===== src/include/scr_pkg.sv =====
// Constants, types and bus carriers for the system control register bank
`default_nettype none
package scr_pkg;

	// ==========================================================
	// Widths
	localparam int ADDR_W = 32;
	localparam int DATA_W = 32;
	localparam int BE_W = 4;
	localparam int MASTER_W = 2;
	localparam int BYTE_W = 8;

	// ==========================================================
	// Offsets inside the peripheral space
	localparam logic [29:0] OFF_PERIPH_BASE = 30'h0000_0000;
	localparam logic [29:0] OFF_SRAM_BASE = 30'h0000_0008;
	localparam logic [29:0] OFF_SYS_CTL = 30'h0000_0010;
	localparam logic [29:0] OFF_BUS_ARB = 30'h0000_001C;
	localparam logic [29:0] OFF_PRIV = 30'h0000_0020;
	localparam logic [29:0] OFF_ACCESS_0 = 30'h0000_0024;
	localparam logic [29:0] OFF_ACCESS_1 = 30'h0000_0028;
	localparam logic [29:0] OFF_ACCESS_2 = 30'h0000_002C;
	localparam logic [29:0] OFF_GROUP = 30'h0000_0030;
	localparam int BANK_SPAN_LO = 6;

	// ==========================================================
	// Field positions and reset values
	localparam int REGION_HI = 31;
	localparam int REGION_LO = 30;
	localparam int REGION_OK_BIT = 0;
	localparam logic [1:0] REGION_START_RESET = 2'h1;
	localparam logic REGION_OK_RESET = 1'b1;
	localparam int SRAM_BA_HI = 31;
	localparam int SRAM_BA_LO = 16;
	localparam int SRAM_ALLOW_BIT = 9;
	localparam logic [15:0] SRAM_BA_RESET = 16'h0000;
	localparam int CAUSE_PIN_BIT = 7;
	localparam int CAUSE_DOG_BIT = 6;
	localparam int DOG_RESP_BIT = 6;
	localparam logic [7:0] BYTE_RESET = 8'h00;
	localparam logic [31:0] WORD_RESET = 32'h0000_0000;
	localparam int LANE_CAUSE = 3;
	localparam int LANE_DOG_CTL = 2;
	localparam int LANE_LOW_POWER = 1;
	localparam int LANE_DOG_SVC = 0;

	// ==========================================================
	// Types
	typedef enum logic [2:0] {
		REGION_NONE,
		REGION_PERIPH,
		REGION_SRAM,
		REGION_CACHE,
		REGION_SDRAM,
		REGION_CHIPSEL
	} scr_region_e;

	typedef struct packed {
		logic valid;
		logic write;
		logic [ADDR_W-1:0] addr;
		logic [DATA_W-1:0] wdata;
		logic [BE_W-1:0] be;
		logic [MASTER_W-1:0] master;
		logic supervisor;
	} scr_req_s;

	typedef struct packed {
		logic ack;
		logic err;
		logic [DATA_W-1:0] rdata;
	} scr_resp_s;

endpackage
`default_nettype wire


===== src/hw/scr_system_control_regs.sv =====
// System control register bank: peripheral base, module SRAM window, reset cause
`timescale 1ns/100ps
`default_nettype none

// Behaviour
// Reset loads peripheral base 0x4000_0000 with the region_ok flag set.
// Bits 31-30 select the 1-Gbyte region holding peripheral registers.
// Bit 0 region_ok: zero stops peripheral decode, one decodes at base.
// A written base moves the peripheral window from then on.
// Overlap priority: peripheral, SRAM window, cache, SDRAM, chip selects.
// Registers at fixed offsets; 0x10 lanes: cause, dog ctl, low power, service.
// Accesses admitted or refused by the access control settings.
// Masters keep accesses inside defined maps; reserved addresses may hang.
// SRAM base register at 0x008 governs non-core module SRAM accesses.
// SRAM base bits 31-16 hold a 64-Kbyte aligned base.
// Software programs the SRAM base as a multiple of the SRAM size.
// Bit 9 allows module accesses; core-side port allow also needed.
// Reset clears module_port_allow, disabling module SRAM accesses.
// Undefined SRAM base bits ignore writes and read as zero.
// SRAM base register resets to all zeros.
// Reset cause updates once reset completes, showing the latest cause.
// At most one reset cause bit is set at a time.
// Writing one clears a cause bit; writing zero leaves it.
// Bit 7 set when the external reset input caused the last reset.
// Only pin and dog cause bits reflect the source; others reset zero.
// Dog timeout with reset response asserts internal reset, sets dog cause; code only raises DOG_RESET_REQ_OUT, cause from DOG_RESET_CAUSE_IN.
// Peripheral hit when address bits 31-30 match and region_ok is set.
module scr_system_control_regs #(
	parameter int SRAM_SIZE_LOG2 = 16
) (
	input wire logic CLOCK_IN,
	input wire logic RST_IN,
	input wire scr_pkg::scr_req_s BUS_REQ_IN,
	output var scr_pkg::scr_resp_s BUS_RESP_OUT,
	input wire logic [scr_pkg::ADDR_W-1:0] LOOKUP_ADDR_IN,
	input wire logic CACHE_HIT_IN,
	input wire logic SDRAM_HIT_IN,
	input wire logic CHIPSEL_HIT_IN,
	input wire logic CORE_SIDE_PORT_ALLOW_IN,
	output var scr_pkg::scr_region_e LOOKUP_REGION_OUT,
	output logic PERIPH_HIT_OUT,
	output logic [scr_pkg::ADDR_W-1:0] PERIPH_BASE_OUT,
	output logic [scr_pkg::ADDR_W-1:0] SRAM_BASE_OUT,
	output logic MODULE_SRAM_ENABLE_OUT,
	input wire logic PIN_RESET_CAUSE_IN,
	input wire logic DOG_RESET_CAUSE_IN,
	input wire logic DOG_TIMEOUT_IN,
	output logic DOG_RESET_REQ_OUT,
	output logic [scr_pkg::BYTE_W-1:0] DOG_CONTROL_OUT,
	output logic [scr_pkg::BYTE_W-1:0] DOG_SERVICE_OUT,
	output logic DOG_SERVICE_WR_OUT,
	output logic [scr_pkg::BYTE_W-1:0] LOW_POWER_IRQ_CTL_OUT,
	output logic [scr_pkg::DATA_W-1:0] BUS_ARB_CONFIG_OUT,
	output logic [scr_pkg::BYTE_W-1:0] MASTER_PRIVILEGE_OUT,
	output logic [9*scr_pkg::BYTE_W-1:0] PERIPH_ACCESS_CTL_OUT,
	output logic [2*scr_pkg::BYTE_W-1:0] GROUP_ACCESS_CTL_OUT
);

	// ==========================================================
	// Register state
	logic [1:0] region_start_q, region_start_d;
	logic region_ok_q, region_ok_d;
	logic [15:0] sram_ba_q, sram_ba_d;
	logic module_port_allow_q, module_port_allow_d;
	logic pin_reset_flag_q, pin_reset_flag_d;
	logic dog_reset_flag_q, dog_reset_flag_d;
	logic cause_loaded_q, cause_loaded_d;
	logic [7:0] dog_control_q, dog_control_d;
	logic [7:0] low_power_q, low_power_d;
	logic [7:0] dog_service_q, dog_service_d;
	logic dog_service_wr_q, dog_service_wr_d;
	logic dog_reset_req_q, dog_reset_req_d;
	logic [31:0] bus_arb_q, bus_arb_d;
	logic [7:0] priv_q, priv_d;
	logic [7:0] periph_access_q [9];
	logic [7:0] periph_access_d [9];
	logic [7:0] group_access_q [2];
	logic [7:0] group_access_d [2];
	scr_pkg::scr_resp_s resp_q, resp_d;
	scr_pkg::scr_region_e region_q, region_d;
	logic periph_hit_q, periph_hit_d;

	// ==========================================================
	// Decode helpers
	logic bus_in_space;
	logic bus_in_bank;
	logic [29:0] bus_off;
	logic [29:0] word_off;
	logic bus_allowed;
	logic wr_en;
	logic rd_en;
	logic hit_reg;
	logic [31:0] wdat;
	logic [3:0] be;
	logic [31:0] rdat;
	logic [31:0] sys_word;

	function automatic logic [7:0] lane_merge(input logic [7:0] old, input logic [31:0] data,
		input logic [3:0] en, input int lane);
		logic [7:0] res;
		res = old;
		if (en[lane]) begin
			res = data[lane*8 +: 8];
		end
		return res;
	endfunction

	always_comb begin
		bus_off = BUS_REQ_IN.addr[29:0];
		word_off = {bus_off[29:2], 2'b00};
		// The bank answers only while the peripheral window is enabled
		bus_in_space = region_ok_q
			&& (BUS_REQ_IN.addr[scr_pkg::REGION_HI:scr_pkg::REGION_LO] == region_start_q);
		bus_in_bank = bus_in_space && (bus_off[29:scr_pkg::BANK_SPAN_LO] == '0);
		bus_allowed = BUS_REQ_IN.supervisor || priv_q[BUS_REQ_IN.master];
		wdat = BUS_REQ_IN.wdata;
		be = BUS_REQ_IN.be;
		sys_word = {pin_reset_flag_q, dog_reset_flag_q, 6'h00, dog_control_q,
			low_power_q, dog_service_q};
		hit_reg = 1'b1;
		rdat = scr_pkg::WORD_RESET;
		unique case (word_off)
			scr_pkg::OFF_PERIPH_BASE: begin
				rdat = {region_start_q, 29'h0000_0000, region_ok_q};
			end
			scr_pkg::OFF_SRAM_BASE: begin
				rdat = {sram_ba_q, 6'h00, module_port_allow_q, 9'h000};
			end
			scr_pkg::OFF_SYS_CTL: begin
				rdat = sys_word;
			end
			scr_pkg::OFF_BUS_ARB: begin
				rdat = bus_arb_q;
			end
			scr_pkg::OFF_PRIV: begin
				rdat = {priv_q, 24'h00_0000};
			end
			scr_pkg::OFF_ACCESS_0: begin
				rdat = {periph_access_q[0], periph_access_q[1], periph_access_q[2],
					periph_access_q[3]};
			end
			scr_pkg::OFF_ACCESS_1: begin
				rdat = {periph_access_q[4], 8'h00, periph_access_q[5], periph_access_q[6]};
			end
			scr_pkg::OFF_ACCESS_2: begin
				rdat = {periph_access_q[7], 8'h00, periph_access_q[8], 8'h00};
			end
			scr_pkg::OFF_GROUP: begin
				rdat = {group_access_q[0], group_access_q[1], 16'h0000};
			end
			default: begin
				hit_reg = 1'b0;
			end
		endcase
		wr_en = BUS_REQ_IN.valid && BUS_REQ_IN.write && bus_in_bank && hit_reg
			&& bus_allowed;
		rd_en = BUS_REQ_IN.valid && !BUS_REQ_IN.write && bus_in_bank && hit_reg
			&& bus_allowed;
	end

	// ==========================================================
	// Next-state computation
	always_comb begin
		region_start_d = region_start_q;
		region_ok_d = region_ok_q;
		sram_ba_d = sram_ba_q;
		module_port_allow_d = module_port_allow_q;
		pin_reset_flag_d = pin_reset_flag_q;
		dog_reset_flag_d = dog_reset_flag_q;
		cause_loaded_d = 1'b1;
		dog_control_d = dog_control_q;
		low_power_d = low_power_q;
		dog_service_d = dog_service_q;
		dog_service_wr_d = 1'b0;
		dog_reset_req_d = dog_reset_req_q;
		bus_arb_d = bus_arb_q;
		priv_d = priv_q;
		periph_access_d = periph_access_q;
		group_access_d = group_access_q;

		// Byte enables pick the lanes; reserved bits are never stored
		if (wr_en) begin
			unique case (word_off)
				scr_pkg::OFF_PERIPH_BASE: begin
					if (be[3]) begin
						region_start_d = wdat[scr_pkg::REGION_HI:scr_pkg::REGION_LO];
					end
					if (be[0]) begin
						region_ok_d = wdat[scr_pkg::REGION_OK_BIT];
					end
				end
				scr_pkg::OFF_SRAM_BASE: begin
					if (be[3]) begin
						sram_ba_d[15:8] = wdat[31:24];
					end
					if (be[2]) begin
						sram_ba_d[7:0] = wdat[23:16];
					end
					if (be[1]) begin
						module_port_allow_d = wdat[scr_pkg::SRAM_ALLOW_BIT];
					end
				end
				scr_pkg::OFF_SYS_CTL: begin
					if (be[scr_pkg::LANE_CAUSE] && wdat[24 + scr_pkg::CAUSE_PIN_BIT]) begin
						pin_reset_flag_d = 1'b0;
					end
					if (be[scr_pkg::LANE_CAUSE] && wdat[24 + scr_pkg::CAUSE_DOG_BIT]) begin
						dog_reset_flag_d = 1'b0;
					end
					dog_control_d = lane_merge(dog_control_q, wdat, be, scr_pkg::LANE_DOG_CTL);
					low_power_d = lane_merge(low_power_q, wdat, be, scr_pkg::LANE_LOW_POWER);
					// One-cycle strobe tells the watchdog a service byte arrived
					if (be[scr_pkg::LANE_DOG_SVC]) begin
						dog_service_d = wdat[7:0];
						dog_service_wr_d = 1'b1;
					end
				end
				scr_pkg::OFF_BUS_ARB: begin
					for (int i = 0; i < 4; i++) begin
						bus_arb_d[i*8 +: 8] = lane_merge(bus_arb_q[i*8 +: 8], wdat, be, i);
					end
				end
				scr_pkg::OFF_PRIV: begin
					priv_d = lane_merge(priv_q, wdat, be, 3);
				end
				scr_pkg::OFF_ACCESS_0: begin
					periph_access_d[0] = lane_merge(periph_access_q[0], wdat, be, 3);
					periph_access_d[1] = lane_merge(periph_access_q[1], wdat, be, 2);
					periph_access_d[2] = lane_merge(periph_access_q[2], wdat, be, 1);
					periph_access_d[3] = lane_merge(periph_access_q[3], wdat, be, 0);
				end
				scr_pkg::OFF_ACCESS_1: begin
					periph_access_d[4] = lane_merge(periph_access_q[4], wdat, be, 3);
					periph_access_d[5] = lane_merge(periph_access_q[5], wdat, be, 1);
					periph_access_d[6] = lane_merge(periph_access_q[6], wdat, be, 0);
				end
				scr_pkg::OFF_ACCESS_2: begin
					periph_access_d[7] = lane_merge(periph_access_q[7], wdat, be, 3);
					periph_access_d[8] = lane_merge(periph_access_q[8], wdat, be, 1);
				end
				scr_pkg::OFF_GROUP: begin
					group_access_d[0] = lane_merge(group_access_q[0], wdat, be, 3);
					group_access_d[1] = lane_merge(group_access_q[1], wdat, be, 2);
				end
				default: begin
				end
			endcase
		end

		// First cycle after reset release: latch the cause, which beats a clear
		if (!cause_loaded_q) begin
			pin_reset_flag_d = PIN_RESET_CAUSE_IN;
			dog_reset_flag_d = DOG_RESET_CAUSE_IN && !PIN_RESET_CAUSE_IN;
		end

		// Held until the reset it requests clears it
		if (DOG_TIMEOUT_IN && dog_control_q[scr_pkg::DOG_RESP_BIT]) begin
			dog_reset_req_d = 1'b1;
		end
	end

	// ==========================================================
	// Bus answer and address lookup
	always_comb begin
		resp_d.ack = 1'b0;
		resp_d.err = 1'b0;
		resp_d.rdata = scr_pkg::WORD_RESET;
		// Unmapped bank words answer with an error instead of hanging the bus
		if (BUS_REQ_IN.valid && bus_in_bank) begin
			resp_d.ack = 1'b1;
			resp_d.err = !(hit_reg && bus_allowed);
			if (rd_en) begin
				resp_d.rdata = rdat;
			end
		end

		// Lookup order: peripheral space, SRAM window, cache, SDRAM, chip selects
		periph_hit_d = region_ok_q
			&& (LOOKUP_ADDR_IN[scr_pkg::REGION_HI:scr_pkg::REGION_LO] == region_start_q);
		if (periph_hit_d) begin
			region_d = scr_pkg::REGION_PERIPH;
		end else if (module_port_allow_q && CORE_SIDE_PORT_ALLOW_IN
			&& (LOOKUP_ADDR_IN[scr_pkg::ADDR_W-1:SRAM_SIZE_LOG2]
			== SRAM_BASE_OUT[scr_pkg::ADDR_W-1:SRAM_SIZE_LOG2])) begin
			region_d = scr_pkg::REGION_SRAM;
		end else if (CACHE_HIT_IN) begin
			region_d = scr_pkg::REGION_CACHE;
		end else if (SDRAM_HIT_IN) begin
			region_d = scr_pkg::REGION_SDRAM;
		end else if (CHIPSEL_HIT_IN) begin
			region_d = scr_pkg::REGION_CHIPSEL;
		end else begin
			region_d = scr_pkg::REGION_NONE;
		end
	end

	// ==========================================================
	// Registers
	always_ff @(posedge CLOCK_IN or posedge RST_IN) begin
		if (RST_IN) begin
			region_start_q <= scr_pkg::REGION_START_RESET;
			region_ok_q <= scr_pkg::REGION_OK_RESET;
			sram_ba_q <= scr_pkg::SRAM_BA_RESET;
			module_port_allow_q <= 1'b0;
			pin_reset_flag_q <= 1'b0;
			dog_reset_flag_q <= 1'b0;
			cause_loaded_q <= 1'b0;
			dog_control_q <= scr_pkg::BYTE_RESET;
			low_power_q <= scr_pkg::BYTE_RESET;
			dog_service_q <= scr_pkg::BYTE_RESET;
			dog_service_wr_q <= 1'b0;
			dog_reset_req_q <= 1'b0;
			bus_arb_q <= scr_pkg::WORD_RESET;
			priv_q <= scr_pkg::BYTE_RESET;
			for (int i = 0; i < 9; i++) begin
				periph_access_q[i] <= scr_pkg::BYTE_RESET;
			end
			for (int i = 0; i < 2; i++) begin
				group_access_q[i] <= scr_pkg::BYTE_RESET;
			end
			resp_q <= '0;
			region_q <= scr_pkg::REGION_NONE;
			periph_hit_q <= 1'b0;
		end else begin
			region_start_q <= region_start_d;
			region_ok_q <= region_ok_d;
			sram_ba_q <= sram_ba_d;
			module_port_allow_q <= module_port_allow_d;
			pin_reset_flag_q <= pin_reset_flag_d;
			dog_reset_flag_q <= dog_reset_flag_d;
			cause_loaded_q <= cause_loaded_d;
			dog_control_q <= dog_control_d;
			low_power_q <= low_power_d;
			dog_service_q <= dog_service_d;
			dog_service_wr_q <= dog_service_wr_d;
			dog_reset_req_q <= dog_reset_req_d;
			bus_arb_q <= bus_arb_d;
			priv_q <= priv_d;
			periph_access_q <= periph_access_d;
			group_access_q <= group_access_d;
			resp_q <= resp_d;
			region_q <= region_d;
			periph_hit_q <= periph_hit_d;
		end
	end

	// ==========================================================
	// Outputs, all straight from flip-flops
	always_comb begin
		BUS_RESP_OUT = resp_q;
		LOOKUP_REGION_OUT = region_q;
		PERIPH_HIT_OUT = periph_hit_q;
		PERIPH_BASE_OUT = {region_start_q, 29'h0000_0000, region_ok_q};
		SRAM_BASE_OUT = {sram_ba_q, 16'h0000};
		MODULE_SRAM_ENABLE_OUT = module_port_allow_q;
		DOG_RESET_REQ_OUT = dog_reset_req_q;
		DOG_CONTROL_OUT = dog_control_q;
		DOG_SERVICE_OUT = dog_service_q;
		DOG_SERVICE_WR_OUT = dog_service_wr_q;
		LOW_POWER_IRQ_CTL_OUT = low_power_q;
		BUS_ARB_CONFIG_OUT = bus_arb_q;
		MASTER_PRIVILEGE_OUT = priv_q;
		for (int i = 0; i < 9; i++) begin
			PERIPH_ACCESS_CTL_OUT[i*8 +: 8] = periph_access_q[i];
		end
		for (int i = 0; i < 2; i++) begin
			GROUP_ACCESS_CTL_OUT[i*8 +: 8] = group_access_q[i];
		end
	end

endmodule // scr_system_control_regs
`default_nettype wire


===== config.mk =====
export PLATFORM = sky130hd
export DESIGN_NAME = scr_system_control_regs
export DESIGN_NICKNAME = d
export VERILOG_FILES = /design/src/include/scr_pkg.sv /design/src/hw/scr_system_control_regs.sv
export SDC_FILE = /design/constraint.sdc
export NUM_CORES = 1
export LEC_CHECK = 0
export ABC_AREA = 1
export BUFFER_PORTS_ARGS = -buffer_cell sky130_fd_sc_hd__buf_4
export CORE_ASPECT_RATIO = 0.75
export CORE_MARGIN = 2
export CORE_UTILIZATION = 45
export CTS_BUF_LIST = sky130_fd_sc_hd__clkbuf_2 sky130_fd_sc_hd__clkbuf_4 sky130_fd_sc_hd__clkbuf_8
export CTS_CLUSTER_DIAMETER = 40
export CTS_CLUSTER_SIZE = 12
export DETAILED_ROUTE_END_ITERATION = 6
export GPL_TIMING_DRIVEN = 0
export PLACE_DENSITY_LB_ADDON = 0.15
export SLEW_MARGIN = 20
export SYNTH_ARGS = -nofsm -noshare
export SYNTH_HDL_FRONTEND = slang
export SYNTH_SLANG_ARGS = --single-unit

===== constraint.sdc =====
create_clock -name CLOCK_IN -period 15.1 [get_ports CLOCK_IN]
set_clock_uncertainty 0.2 [all_clocks]
set_input_delay 1.51 -clock CLOCK_IN [delete_from_list [all_inputs] [get_ports CLOCK_IN]]
set_output_delay 1.51 -clock CLOCK_IN [all_outputs]
set_load 0.02 [all_outputs]

==> results.ini <==
[outcome]
status = complete, no violations

[drt]
via_per_inst = 5.35
num_vias = 11376
drtAntennaViolNets = 0
wl_per_cell_um = 20.1
drcViolationCount = 0
drt_iter0_drc = 1123
wl_um = 42700
drt_first_pass_iters = 5

[layout]
fin_util = 0.602
drive_above_1_share = 0.254
multiInputGateArea_mm2 = 0.00463
area_delta_synth_final_pct = 31.9
final_nets = 1879
seqCellArea_mm2 = 0.00538
nFillCells = 2270

[synthesis]
synth_area_mm2 = 0.0113
yosysUniqueCellTypes = 35
synth_edf_count = 0
ys.warnings.count = 0
ys_ff_latch = 215
synth_ff_type = dfrtp_1
syn_avg_cell_area_um2 = 8.21
synth-async-reset-ratio = 1.00
synthTopCellsByArea = dfrtp_1, o21bai_1, nand3_1
synth_top_area_frac = 0.470
syn-instance-count = 1380
ys_seq_area_frac = 0.475
synth_area_leader_cell = dfrtp_1

[floorplanning]
rows = 50
start_util = 0.456
die_w_um = 187
io_pins = 371
fp.dieH_um = 141
dieArea_mm2 = 0.0265
fp.coreArea_mm2 = 0.0248

[critical_path]
crit_fanout = 10
timing_worst_setup_path_type = primary input to flop
regToRegSetupSlack_ns = 12.29
start_kind = primary input
max_stage_delay_ns = 0.60
worst_path_max_delay_cell = nand4_1
cpMostUsedCell = nor2_1
rr_startpoint = region_start_q[0]$_DFFE_PP1P_
crit_family = simple AND/OR/NAND/NOR gates
cp.required_ns = 15.40
endpoint_kind = flop
crit_buf_inv = 2
rr_endpoint = PERIPH_ACCESS_CTL_OUT[25]$_DFFE_PP0P_
reg2reg_depth = 10
cp.arrival_ns = 4.27
cp_cell_sequence = buf_4 > nor2_1 > nand2_1 > nor2_1 > nand4_1 > nand3_1 > nor2_1 > a21boi_0 > nand3_1 > buf_2 > a21oi_1

[grt]
grt_max_degree = 107
antenna_found_initial = 1
grt_pass1_wl_um = 64100
grt_pass1_vias = 10675
overflow = 0
grtUsageTotal = 0.318

[clock_network]
root_buffer = clkbuf_8
post_cts_buffers = 0
ctsResizeCount = 0
cts_inserted_buffers = 31
clk_path_buf_depth = 3
insertion_delay_ns = 0.59
cts_tree = built
clk_pin_slew_ns = 0.08
cts-htree-levels = 1
holdBufCountCts = 0
numClockSinks = 215

[power_and_ir_drop]
power.clock.fraction = 0.441
p_sw_frac = 0.254
ir_drop_v = 0.0000540
p_int_mw = 0.867
p_per_area_mw_per_mm2 = 77.7
p_sw_mw = 0.296
pwr-share-seq = 0.497
p_leak_nw = 7.18
power_frac_comb = 0.062

[placement]
port_buffers = 305
gp_congestion = 0.883
hpwlAfterDp_um = 31100

[sta]
min_period_over_period = 0.263
rsz0062_at_grt = no
max_freq_mhz = 251
finalHoldViolations = 0
setup_viol = 0
fin_tns_setup_ns = 0
fin_crit_ns = 3.98
maxSlewViolCount = 0
hold_ws_ns = 0.274
maxSlewHeadroom = 0.324
worst_pin_slew_ns = 1.01

[run]
cap_violations = 0

[min_path]
hold_start = DOG_RESET_REQ_OUT$_DFFE_PP0P_
hold_path_end = DOG_RESET_REQ_OUT$_DFFE_PP0P_
worstHoldPathCells = 1
hold_path_class = flop to flop

[kinds of logic (layout without fill, tap and decap cells)]
group,count (synthesis),in the layout,synth area share
AOI/OAI and AO/OA,311,311,0.187
other,2,47,0.000663
DFF,215,215,0.475
buffers and inverters,336,700,0.131
and+or+nand+nor,507,507,0.199
xor gates and xnor gates,9,9,0.00695
[cells in the mapped netlist, types with 5 or more instances]
| master | number |
|---|---|
| o211ai_1 | 5 |
| a22oi_1 | 16 |
| nor2_1 | 73 |
| clkbuf_1 | 58 |
| inv_1 | 199 |
| nor3_1 | 5 |
| dfrtp_1 | 213 |
| nand4_1 | 11 |
| o22ai_1 | 55 |
| buf_2 | 18 |
| o21bai_1 | 172 |
| buf_4 | 49 |
| xnor2_1 | 5 |
| nand2_1 | 215 |
| o21ai_0 | 11 |
| nor2_2 | 6 |
| a21oi_1 | 46 |
| nand3_1 | 189 |
[cell type report]
| cell class | instances | share of cell area |
|---|---|---|
| tap | 338 | 0.0283 |
| antenna | 1 | 0.000167 |
| timing repair buffer | 308 | 0.157 |
| buffer | 131 | 0.0482 |
| inverter | 205 | 0.0520 |
| clock inverter | 16 | 0.0103 |
| clock buffer | 40 | 0.0343 |
| sequential | 215 | 0.360 |
| multi-input combinational | 873 | 0.309 |
[per-stage QoR]
stage               power (mW)  std cells  setup slack [ns]  cell area [µm²]
floorplan                0.625       1424              7.51            11500
global route              1.19       2126             10.92            14900
finish                    1.16       2127             11.12            15000
CTS                       1.16       2125             11.22            14900
global placement         0.658       2067              4.88            14200
detailed placement       0.661       2069             10.61            14300
[per-layer routing]
| layer | routed length, µm | GRT usage |
|---|---|---|
| met5 | 0 | 0 |
| met3 | 4840 | 0.0873 |
| met2 | 18500 | 0.471 |
| met1 | 17900 | 0.449 |
| met4 | 1470 | 0.110 |
[worst max-delay path by stage]
stage	slack [ns]	start	end	cells past startpoint
floorplan	7.51	RST_IN	BUS_ARB_CONFIG_OUT[0]$_DFFE_PP0P_	1
global placement	4.88	RST_IN	PERIPH_ACCESS_CTL_OUT[12]$_DFFE_PP0P_	2
detailed placement	10.61	BUS_REQ_IN[48]	BUS_RESP_OUT[22]$_DFF_PP0_	11
CTS	11.22	BUS_REQ_IN[48]	BUS_RESP_OUT[22]$_DFF_PP0_	11
global route	10.92	BUS_REQ_IN[46]	BUS_RESP_OUT[22]$_DFF_PP0_	11
finish	11.12	BUS_REQ_IN[48]	BUS_RESP_OUT[22]$_DFF_PP0_	11
[cells in the final DEF, fill, tap and decap left out, types with 2 or more instances in the layout]
master,netlist,final
a211oi_1,4,4
a21oi_1,46,46
a22oi_1,16,16
buf_1,3,3
buf_16,0,2
buf_2,18,18
buf_4,49,354
buf_6,3,3
bufinv_16,0,2
clkbuf_1,58,58
clkbuf_4,0,7
clkbuf_8,0,34
clkinv_1,3,3
clkinv_2,0,6
clkinv_4,0,2
clkinvlp_4,0,5
conb_1,2,46
dfrtp_1,213,213
dfstp_2,2,2
inv_1,199,198
inv_2,3,3
nand2_1,215,215
nand3_1,189,189
nand4_1,11,11
nor2_1,73,73
nor2_2,6,6
nor2_4,2,2
nor3_1,5,5
o211ai_1,5,5
o21ai_0,11,11
o21bai_1,172,172
o22ai_1,55,55
xnor2_1,5,5
xor2_1,4,4
[flip-flops by register name, summed over array words and instances (netlist names)]
name,count
PERIPH_ACCESS_CTL_OUT,72
BUS_RESP_OUT,34
BUS_ARB_CONFIG_OUT,32
GROUP_ACCESS_CTL_OUT,16
sram_ba_q,16
DOG_CONTROL_OUT,8
DOG_SERVICE_OUT,8
LOW_POWER_IRQ_CTL_OUT,8
MASTER_PRIVILEGE_OUT,8
LOOKUP_REGION_OUT,3
region_start_q,2
DOG_RESET_REQ_OUT,1
DOG_SERVICE_WR_OUT,1
MODULE_SRAM_ENABLE_OUT,1
PERIPH_HIT_OUT,1
cause_loaded_q,1
dog_reset_flag_q,1
pin_reset_flag_q,1
region_ok_q,1
[power by group through the flow]
stage                     clock network [mW]  logic (mW)  registers, mW
after floorplan                            0      0.0352          0.589
after global placement                     0      0.0692          0.589
after detailed placement                   0      0.0720          0.589
after CTS                              0.514      0.0721          0.577
after global routing                   0.537      0.0796          0.577
final                                  0.513      0.0723          0.577
(Power assumes the default switching activity.)
